===== src/shared/hlbp_pkg.sv =====
// Purpose: Shared constants for the host link byte port.
// Assumes: Byte-wide host I/O bus, 10-bit I/O addresses.
// Notes: Offsets are byte locations from the selected base.
package hlbp_pkg;
   // Register offsets within the block
   localparam logic [2:0] HLBP_OFF_RX_BYTE = 3'h0;
   localparam logic [2:0] HLBP_OFF_TX_BYTE = 3'h1;
   localparam logic [2:0] HLBP_OFF_RX_STATUS = 3'h2;
   localparam logic [2:0] HLBP_OFF_TX_STATUS = 3'h3;
   localparam logic [2:0] HLBP_OFF_SETUP = 3'h4;
   localparam logic [2:0] HLBP_OFF_RESTART = 3'h5;
   // Selectable base addresses in I/O space
   localparam logic [9:0] HLBP_BASE_0 = 10'h150;
   localparam logic [9:0] HLBP_BASE_1 = 10'h200;
   localparam logic [9:0] HLBP_BASE_2 = 10'h300;
   localparam logic [9:0] HLBP_BASE_3 = 10'h380;
   // Field positions
   localparam int HLBP_READY_BIT = 7;
   localparam int HLBP_RESTART_BIT = 0;
   localparam int HLBP_SETUP_BIT = 0;
   // Reset values and idle answers
   localparam logic [7:0] HLBP_RDATA_RESET = 8'h00;
   localparam logic HLBP_RESTART_RESET = 1'b0;
   // Last byte lane of a four-byte link word
   localparam logic [1:0] HLBP_LAST_LANE = 2'h3;
   localparam int HLBP_FLAG_LINES = 4;
   // Bootstrap guard states, Gray along the path
   typedef enum logic [1:0]
   {
      HLBP_BOOT_HOLD = 2'b00,
      HLBP_BOOT_DONE = 2'b01
   } hlbp_boot_type;
endpackage


===== src/rtl/hlbp_host_port.sv =====
// Purpose: Byte-wide host register port to a processor link.
// Assumes: Host strobes are one-cycle pulses on clk_in.
// Notes: Link side is byte valid/ready on the same clock.
`timescale 1ns/100ps
module hlbp_host_port
   import hlbp_pkg::*;
#(
   parameter int BUFFER_DEPTH = 2
) (
   input wire logic clk_in,
   input wire logic reset_in,
   input wire logic [1:0] base_select_in,
   input wire logic [9:0] host_addr_in,
   input wire logic host_read_in,
   input wire logic host_write_in,
   input wire logic [7:0] host_wdata_in,
   output logic [7:0] host_rdata_out,
   output logic host_rdata_valid_out,
   input wire logic link_rx_valid_in,
   input wire logic [7:0] link_rx_byte_in,
   output logic link_rx_ready_out,
   output logic link_tx_valid_out,
   output logic [7:0] link_tx_byte_out,
   output logic link_tx_last_out,
   input wire logic link_tx_ready_in,
   input wire logic setup_line_in,
   input wire logic interrupt_acknowledge_n_in,
   input wire logic [HLBP_FLAG_LINES-1:0] flag_value_in,
   input wire logic [HLBP_FLAG_LINES-1:0] flag_drive_in,
   input wire logic [HLBP_FLAG_LINES-1:0] interrupt_flag_lines_in,
   output logic [HLBP_FLAG_LINES-1:0] interrupt_flag_lines_out,
   output logic [HLBP_FLAG_LINES-1:0] interrupt_flag_lines_oe_out,
   output logic global_restart_out
);
   // Base decode, shared by read and write paths
   function automatic logic block_hit(input logic [9:0] addr, input logic [1:0] sel);
      logic [9:0] base;
      case (sel)
         2'h0: base = HLBP_BASE_0;
         2'h1: base = HLBP_BASE_1;
         2'h2: base = HLBP_BASE_2;
         default: base = HLBP_BASE_3;
      endcase
      return (addr[9:3] == base[9:3]) && (addr[2:0] <= HLBP_OFF_RESTART);
   endfunction

   logic rd_hit;
   logic wr_hit;
   logic [2:0] offset;
   logic rx_valid;
   logic [7:0] rx_byte;
   logic rx_pop;
   logic tx_push;
   logic tx_in_ready;
   logic tx_buf_valid;
   logic [8:0] tx_buf_word;
   logic tx_take;
   logic tx_idle;
   logic setup_level;
   logic ack_n_level;
   logic [1:0] rx_lane;
   logic [1:0] tx_lane;
   logic [1:0] next_rx_lane;
   logic [1:0] next_tx_lane;
   logic [7:0] next_rdata;
   logic next_rdata_valid;
   logic next_restart;
   logic next_tx_valid;
   logic [7:0] next_tx_byte;
   logic next_tx_last;
   hlbp_boot_type boot_state;
   hlbp_boot_type next_boot_state;
   logic [HLBP_FLAG_LINES-1:0] next_flag_out;
   logic [HLBP_FLAG_LINES-1:0] next_flag_oe;

   // Pin inputs cross in through three stages
   hlbp_pin_sync #(
      .WIDTH(2),
      .RESET_VALUE(2'h3)
   ) u_pin_sync (
      .clk_in(clk_in),
      .reset_in(reset_in),
      .pin_in({setup_line_in, interrupt_acknowledge_n_in}),
      .level_out({setup_level, ack_n_level})
   );

   // Link to host bytes; stalls the link rather than dropping
   hlbp_byte_buffer #(
      .WIDTH(8),
      .DEPTH(BUFFER_DEPTH)
   ) u_rx_buffer (
      .clk_in(clk_in),
      .reset_in(reset_in),
      .in_valid_in(link_rx_valid_in),
      .in_data_in(link_rx_byte_in),
      .in_ready_out(link_rx_ready_out),
      .out_valid_out(rx_valid),
      .out_data_out(rx_byte),
      .out_ready_in(rx_pop)
   );

   // Host to link bytes, tagged with the end of word
   hlbp_byte_buffer #(
      .WIDTH(9),
      .DEPTH(BUFFER_DEPTH)
   ) u_tx_buffer (
      .clk_in(clk_in),
      .reset_in(reset_in),
      .in_valid_in(tx_push),
      .in_data_in({tx_lane == HLBP_LAST_LANE, host_wdata_in}),
      .in_ready_out(tx_in_ready),
      .out_valid_out(tx_buf_valid),
      .out_data_out(tx_buf_word),
      .out_ready_in(tx_take)
   );

   // Address decode and data movement strobes
   always_comb
   begin
      offset = host_addr_in[2:0];
      rd_hit = host_read_in && block_hit(host_addr_in, base_select_in);
      wr_hit = host_write_in && block_hit(host_addr_in, base_select_in);
      rx_pop = rd_hit && (offset == HLBP_OFF_RX_BYTE) && rx_valid;
      // A write into a full buffer is ignored; host polls status first
      tx_push = wr_hit && (offset == HLBP_OFF_TX_BYTE) && tx_in_ready;
      tx_take = !link_tx_valid_out || link_tx_ready_in;
      tx_idle = !tx_buf_valid && !link_tx_valid_out;
   end

   // Register read mux; unused bits and empty reads give zero
   always_comb
   begin
      next_rdata = host_rdata_out;
      next_rdata_valid = rd_hit;
      if (rd_hit)
      begin
         next_rdata = HLBP_RDATA_RESET;
         case (offset)
            HLBP_OFF_RX_BYTE: next_rdata = rx_valid ? rx_byte : HLBP_RDATA_RESET;
            HLBP_OFF_RX_STATUS:
            begin
               next_rdata[HLBP_READY_BIT] = rx_valid;
               next_rdata[1:0] = rx_lane;
            end
            HLBP_OFF_TX_STATUS:
            begin
               next_rdata[HLBP_READY_BIT] = tx_idle;
               next_rdata[1:0] = tx_lane;
            end
            HLBP_OFF_SETUP: next_rdata[HLBP_SETUP_BIT] = setup_level;
            HLBP_OFF_RESTART: next_rdata[HLBP_RESTART_BIT] = global_restart_out;
            default: next_rdata = HLBP_RDATA_RESET;
         endcase
      end
   end

   // Byte lanes within a word; software reads them to stay aligned
   always_comb
   begin
      next_rx_lane = rx_pop ? rx_lane + 2'h1 : rx_lane;
      next_tx_lane = tx_push ? tx_lane + 2'h1 : tx_lane;
   end

   // Restart bit is level-held, so a toggle sequence asserts then releases
   always_comb
   begin
      next_restart = global_restart_out;
      if (wr_hit && (offset == HLBP_OFF_RESTART))
      begin
         next_restart = host_wdata_in[HLBP_RESTART_BIT];
      end
   end

   // Output stage so link pins come straight from flops
   always_comb
   begin
      next_tx_valid = link_tx_valid_out;
      next_tx_byte = link_tx_byte_out;
      next_tx_last = link_tx_last_out;
      if (tx_take)
      begin
         next_tx_valid = tx_buf_valid;
         // An empty buffer slot holds no data, so keep the last byte
         if (tx_buf_valid)
         begin
            next_tx_byte = tx_buf_word[7:0];
            next_tx_last = tx_buf_word[8];
         end
      end
   end

   always_ff @(posedge clk_in)
   begin
      if (reset_in)
      begin
         host_rdata_out <= HLBP_RDATA_RESET;
         host_rdata_valid_out <= 1'b0;
         global_restart_out <= HLBP_RESTART_RESET;
         rx_lane <= 2'h0;
         tx_lane <= 2'h0;
         link_tx_valid_out <= 1'b0;
         link_tx_byte_out <= 8'h00;
         link_tx_last_out <= 1'b0;
      end
      else
      begin
         host_rdata_out <= next_rdata;
         host_rdata_valid_out <= next_rdata_valid;
         global_restart_out <= next_restart;
         rx_lane <= next_rx_lane;
         tx_lane <= next_tx_lane;
         link_tx_valid_out <= next_tx_valid;
         link_tx_byte_out <= next_tx_byte;
         link_tx_last_out <= next_tx_last;
      end
   end

   // Boot guard: reset holds flag drivers off so the processor
   // samples its pulled-up boot selection undisturbed
   always_comb
   begin
      next_boot_state = boot_state;
      case (boot_state)
         HLBP_BOOT_HOLD: if (!ack_n_level) next_boot_state = HLBP_BOOT_DONE;
         HLBP_BOOT_DONE: next_boot_state = HLBP_BOOT_DONE;
         default: next_boot_state = HLBP_BOOT_HOLD;
      endcase
      next_flag_out = flag_value_in;
      next_flag_oe = (next_boot_state == HLBP_BOOT_DONE) ? flag_drive_in : '0;
   end

   always_ff @(posedge clk_in)
   begin
      if (reset_in)
      begin
         boot_state <= HLBP_BOOT_HOLD;
         interrupt_flag_lines_out <= '0;
         interrupt_flag_lines_oe_out <= '0;
      end
      else
      begin
         boot_state <= next_boot_state;
         interrupt_flag_lines_out <= next_flag_out;
         interrupt_flag_lines_oe_out <= next_flag_oe;
      end
   end
endmodule


===== src/rtl/hlbp_pin_sync.sv =====
// Purpose: Three-stage synchroniser for pin inputs.
// Assumes: Inputs are asynchronous to clk_in.
// Notes: Output changes only when stages two and three agree.
`timescale 1ns/100ps
module hlbp_pin_sync #(
   parameter int WIDTH = 1,
   parameter logic [WIDTH-1:0] RESET_VALUE = '0
) (
   input wire logic clk_in,
   input wire logic reset_in,
   input wire logic [WIDTH-1:0] pin_in,
   output logic [WIDTH-1:0] level_out
);
   logic [WIDTH-1:0] stage1;
   logic [WIDTH-1:0] stage2;
   logic [WIDTH-1:0] stage3;
   logic [WIDTH-1:0] next_level;

   // Per bit, accept a change once two settled stages match
   always_comb
   begin
      for (int i = 0; i < WIDTH; i++)
      begin
         next_level[i] = (stage2[i] == stage3[i]) ? stage3[i] : level_out[i];
      end
   end

   // Stage one feeds stage two only, to keep metastability contained
   always_ff @(posedge clk_in)
   begin
      if (reset_in)
      begin
         stage1 <= RESET_VALUE;
         stage2 <= RESET_VALUE;
         stage3 <= RESET_VALUE;
         level_out <= RESET_VALUE;
      end
      else
      begin
         stage1 <= pin_in;
         stage2 <= stage1;
         stage3 <= stage2;
         level_out <= next_level;
      end
   end
endmodule


===== src/rtl/hlbp_byte_buffer.sv =====
// Purpose: Small valid/ready FIFO in the data path.
// Assumes: DEPTH is a power of two, at least two.
// Notes: Ready and valid are registered from the next count.
`timescale 1ns/100ps
module hlbp_byte_buffer #(
   parameter int WIDTH = 8,
   parameter int DEPTH = 2
) (
   input wire logic clk_in,
   input wire logic reset_in,
   input wire logic in_valid_in,
   input wire logic [WIDTH-1:0] in_data_in,
   output logic in_ready_out,
   output logic out_valid_out,
   output logic [WIDTH-1:0] out_data_out,
   input wire logic out_ready_in
);
   localparam int PW = $clog2(DEPTH);
   localparam logic [PW:0] FULL_COUNT = (PW+1)'(DEPTH);
   logic [WIDTH-1:0] store [DEPTH];
   logic [PW-1:0] wr_ptr;
   logic [PW-1:0] rd_ptr;
   logic [PW:0] count;
   logic [PW-1:0] next_wr_ptr;
   logic [PW-1:0] next_rd_ptr;
   logic [PW:0] next_count;
   logic push;
   logic pop;

   // Pointer and count update; a push into a full store is impossible
   always_comb
   begin
      push = in_valid_in && in_ready_out;
      pop = out_valid_out && out_ready_in;
      next_wr_ptr = push ? wr_ptr + 1'b1 : wr_ptr;
      next_rd_ptr = pop ? rd_ptr + 1'b1 : rd_ptr;
      next_count = count + (PW+1)'(push) - (PW+1)'(pop);
   end

   always_ff @(posedge clk_in)
   begin
      if (reset_in)
      begin
         wr_ptr <= '0;
         rd_ptr <= '0;
         count <= '0;
         in_ready_out <= 1'b1;
         out_valid_out <= 1'b0;
      end
      else
      begin
         wr_ptr <= next_wr_ptr;
         rd_ptr <= next_rd_ptr;
         count <= next_count;
         in_ready_out <= next_count != FULL_COUNT;
         out_valid_out <= next_count != '0;
      end
   end

   // Storage holds no control state, so it needs no reset
   always_ff @(posedge clk_in)
   begin
      if (push)
      begin
         store[wr_ptr] <= in_data_in;
      end
   end

   assign out_data_out = store[rd_ptr];
endmodule


===== config.mk =====
export PLATFORM = sky130hd
export DESIGN_NAME = hlbp_host_port
export DESIGN_NICKNAME = d
export VERILOG_FILES = /design/src/shared/hlbp_pkg.sv /design/src/rtl/hlbp_host_port.sv /design/src/rtl/hlbp_pin_sync.sv /design/src/rtl/hlbp_byte_buffer.sv
export SDC_FILE = /design/constraint.sdc
export NUM_CORES = 1
export LEC_CHECK = 0
export BUFFER_PORTS_ARGS = -buffer_cell sky130_fd_sc_hd__buf_4
export CORE_ASPECT_RATIO = 0.8
export CORE_MARGIN = 5
export CORE_UTILIZATION = 48
export CTS_CLUSTER_SIZE = 40
export DETAILED_ROUTE_END_ITERATION = 10
export PLACE_DENSITY = 0.82
export SYNTH_ARGS = -nofsm -noshare
export SYNTH_HDL_FRONTEND = slang
export SYNTH_SLANG_ARGS = --single-unit

===== constraint.sdc =====
create_clock -name clk_in -period 2.15 [get_ports clk_in]
set_input_delay 0.1075 -clock clk_in [delete_from_list [all_inputs] [get_ports clk_in]]
set_output_delay 0.1075 -clock clk_in [all_outputs]
set_load 0.01 [all_outputs]

==> flow_summary.json <==
{
  "drc": 0,
  "finalCriticalPeriod_ps": 2030,
  "crit_required_ps": 2400,
  "arrival_ps": 2280,
  "wl_per_cell_um": 14.4,
  "dp_cells": 445,
  "synthesis.nets": 339,
  "hold_class": "in2reg",
  "leakage_uw": 0.00184,
  "drt-total-wl_um": 7020,
  "synth_area_leader_cell": "dfxtp_1",
  "routabilityCongestion": 0.713,
  "grt_max_degree": 52,
  "reg2reg_slack_ps": 120,
  "drtIter0Drc": 120,
  "fin_nets": 451,
  "grt_pass1_vias": 2499,
  "crit_path_start_kind": "flip-flop",
  "slew_headroom": 0.539,
  "cts_tree": "done",
  "num_vias": 2503,
  "synth.area.top_cells": "dfxtp_1, edfxtp_1, mux2i_1",
  "antennaDiodeCount": 0,
  "r2r_end": "u_rx_buffer.out_valid_out",
  "areaGrowthSynthToFinish_pct": 36.4,
  "rsz0062_at_grt": "no",
  "drt_first_pass_iters": 5,
  "min_to": "link_tx_valid_out",
  "yosysTopAreaCellShare": 0.326,
  "numPortBuffers": 72,
  "ys_seq_area_frac": 0.627,
  "cp_max_fo": 2,
  "grt_pass1_wl_um": 11700,
  "final_core_util": 0.673,
  "initial_core_util": 0.493,
  "ys_seq_elements": 89,
  "antenna_found_initial": 0,
  "path_cells": "nand2_1, nor3_2, ha_1, inv_1, ha_1, xor2_1, xnor2_1, nor2_1, or2_2",
  "drive_gt1_frac": 0.312,
  "final_cells": 488,
  "slew_violations": 0,
  "status": "completed",
  "num_rows": 27,
  "insertion_delay_ps": 360,
  "ys_warn_count": 0,
  "cts_max_path_buffers": 2,
  "clock_sinks": 89,
  "clk_pin_slew_ps": 80,
  "drv_cap": 0,
  "hold_violations": 0,
  "max_stage_delay_ps": 360,
  "min_from": "link_tx_ready_in",
  "grt-ovfl-total": 0,
  "crit_top_cell": "ha_1",
  "holdPathStages": 3,
  "ant_nets": 0,
  "synth.distinct_cells": 40,
  "avgViaCountPerCell": 5.13,
  "end_kind": "flip-flop",
  "criticalPathCategory": "reg2reg",
  "io_pins": 77,
  "synthCells": 284,
  "synthesis.area_mm2": 0.00338,
  "tightest_slew_ps": 688,
  "post-route-period-util": 0.943,
  "die_h_um": 85.1,
  "dieArea_mm2": 0.00884,
  "dp_hpwl_um": 4790,
  "cts_max_level": 3,
  "numCtsBuffers": 9,
  "ff2ff_path_depth": 9,
  "finalClockSkew_ps": 9.47,
  "max-vdd-ir-drop_v": 0.000622,
  "crit_slowest_cell": "dfxtp_1",
  "setup_viol": 0,
  "fp.coreArea_mm2": 0.00686,
  "avgSynthCellArea_um2": 11.9,
  "grtUsageTotal": 0.166,
  "max_freq_mhz": 493,
  "cts_root_buf": "clkbuf_8",
  "p_per_area_mw_per_mm2": 856,
  "die_x_um": 104,
  "r2r_start": "u_rx_buffer.out_valid_out"
}
[power by group]
group	switching [uW]	internal, uW
clock	562	638
combinational	334	388
sequential	117	1910
total	1010	2930
[per-stage QoR]
stage	setup TNS [ps]	area, um^2	total power (uW)	worst slack, ps	hold WS, ps
2_1_floorplan	0	3390	2450	9.11	187
3_3_place_gp	-202	4120	2710	-148	293
3_5_place_dp	-512	4120	2750	-289	295
4_1_cts	0	4600	3980	91.3	39.8
5_1_grt	0	4610	4160	1.63	34.1
6_report	0	4610	3950	122	41.6
[cell usage in the layout (no fill, tap or decap), types with 2 or more instances in the layout]
cell type and count:
a2bb2oi_1 2, mux2i_1 18, and2_1 6, nand2_1 5
edfxtp_1 34, o21a_1 3, nor2b_1 10, inv_1 12
o21bai_1 2, ha_1 7, o21ba_2 3, xnor2_1 3
nor3_2 2, a211oi_1 10, or2_2 8, mux2_2 3
dlygate4sd3_1 26, a221oi_1 2, buf_4 89, dfxtp_1 55
a21oi_1 13, nor2_1 23, clkbuf_8 10, clkinv_2 2
o31ai_1 2, or4_1 9, nor3_1 6, xor2_1 3
or3_1 2, o21ai_0 9, nand2b_1 5
[critical path, delay by kind of cell (launching register included)]
| family | cells | cell delay, ps |
|---|---|---|
| and+or+nand+nor | 4 | 710 |
| adders and majority gates | 2 | 440 |
| DFF | 1 | 360 |
| xor gates and xnor gates | 2 | 350 |
| buffers and inverters | 1 | 60 |
[Yosys cell counts]
library cell,number
and3_1,1
nor2b_1,10
nand3_1,1
or3_1,2
clkbuf_1,13
nor2_1,23
nor3_1,8
a21oi_1,13
mux2i_1,18
inv_1,12
clkbuf_2,1
o211ai_1,1
nor4_1,1
o21ba_2,3
conb_1,1
or4_1,9
and2_1,6
dfxtp_1,55
xnor2_1,3
o21a_1,3
o21ai_0,9
a211oi_2,1
o22a_1,1
xor2_1,3
buf_2,1
nand2b_1,5
or2_2,8
a2bb2oi_1,2
o21ai_2,1
o31ai_1,2
nor4b_1,1
a211oi_1,10
ha_1,7
edfxtp_1,34
mux2_2,3
nand2_1,5
a221oi_1,2
and3_2,1
o21bai_1,2
o2111ai_1,2
[timing repair]
| item | in CTS | in global routing |
|---|---|---|
| setup endpoints to repair | 0 | 1 |
| resized for setup | 0 | 1 |
| endpoints found under the hold margin | 42 | 0 |
| hold buffers | 26 | 0 |
| buffers inserted | 0 | 1 |
[cell type report]
type,count,area [um^2]
inverter,12,45.0
fill,486,2250
tap,87,109
clock inverter,4,48.8
multi-input combinational,168,1170
clock buffer,12,166
sequential,89,2120
timing repair buffer,116,948
[layer usage]
layer	GRT usage	vias to the layer above	part of all wire
met5	0	-	0
met4	0.0635	0	0.016
met3	0.0593	11	0.081
met2	0.281	90	0.49
met1	0.193	1164	0.41
li1	-	1238	-
[how the worst max path moves through the flow]
stage                              start                   endpoint  cells after the start
2_1_floorplan            host_addr_in[1]  u_rx_buffer.out_valid_out                     12
3_3_place_gp             host_addr_in[1]  u_rx_buffer.out_valid_out                     12
3_5_place_dp             host_addr_in[1]  u_rx_buffer.out_valid_out                     12
4_1_cts                  host_addr_in[1]  u_rx_buffer.out_valid_out                     12
5_1_grt                  host_addr_in[1]  u_rx_buffer.out_valid_out                     12
6_report       u_rx_buffer.out_valid_out  u_rx_buffer.out_valid_out                      9
[registers in the layout (all words and copies together) (netlist names), 4 cells and up, named ones only]
register                     flops
link_tx_byte_out                 8
u_rx_buffer.store               16
u_tx_buffer.store               18
interrupt_flag_lines_out         4
interrupt_flag_lines_oe_out      4
host_rdata_out                   8
[cells by family after synthesis]
family | Yosys count | share of synthesized area
simple gates | 81 | 0.130
fa+ha+maj | 7 | 0.0259
mux | 21 | 0.0633
other cells | 1 | 0.00111
buf+inv | 27 | 0.0307
compound gates | 52 | 0.106
flops | 89 | 0.627
xor+xnor | 6 | 0.0155
Note: power is estimated with default switching activity, not from simulation.
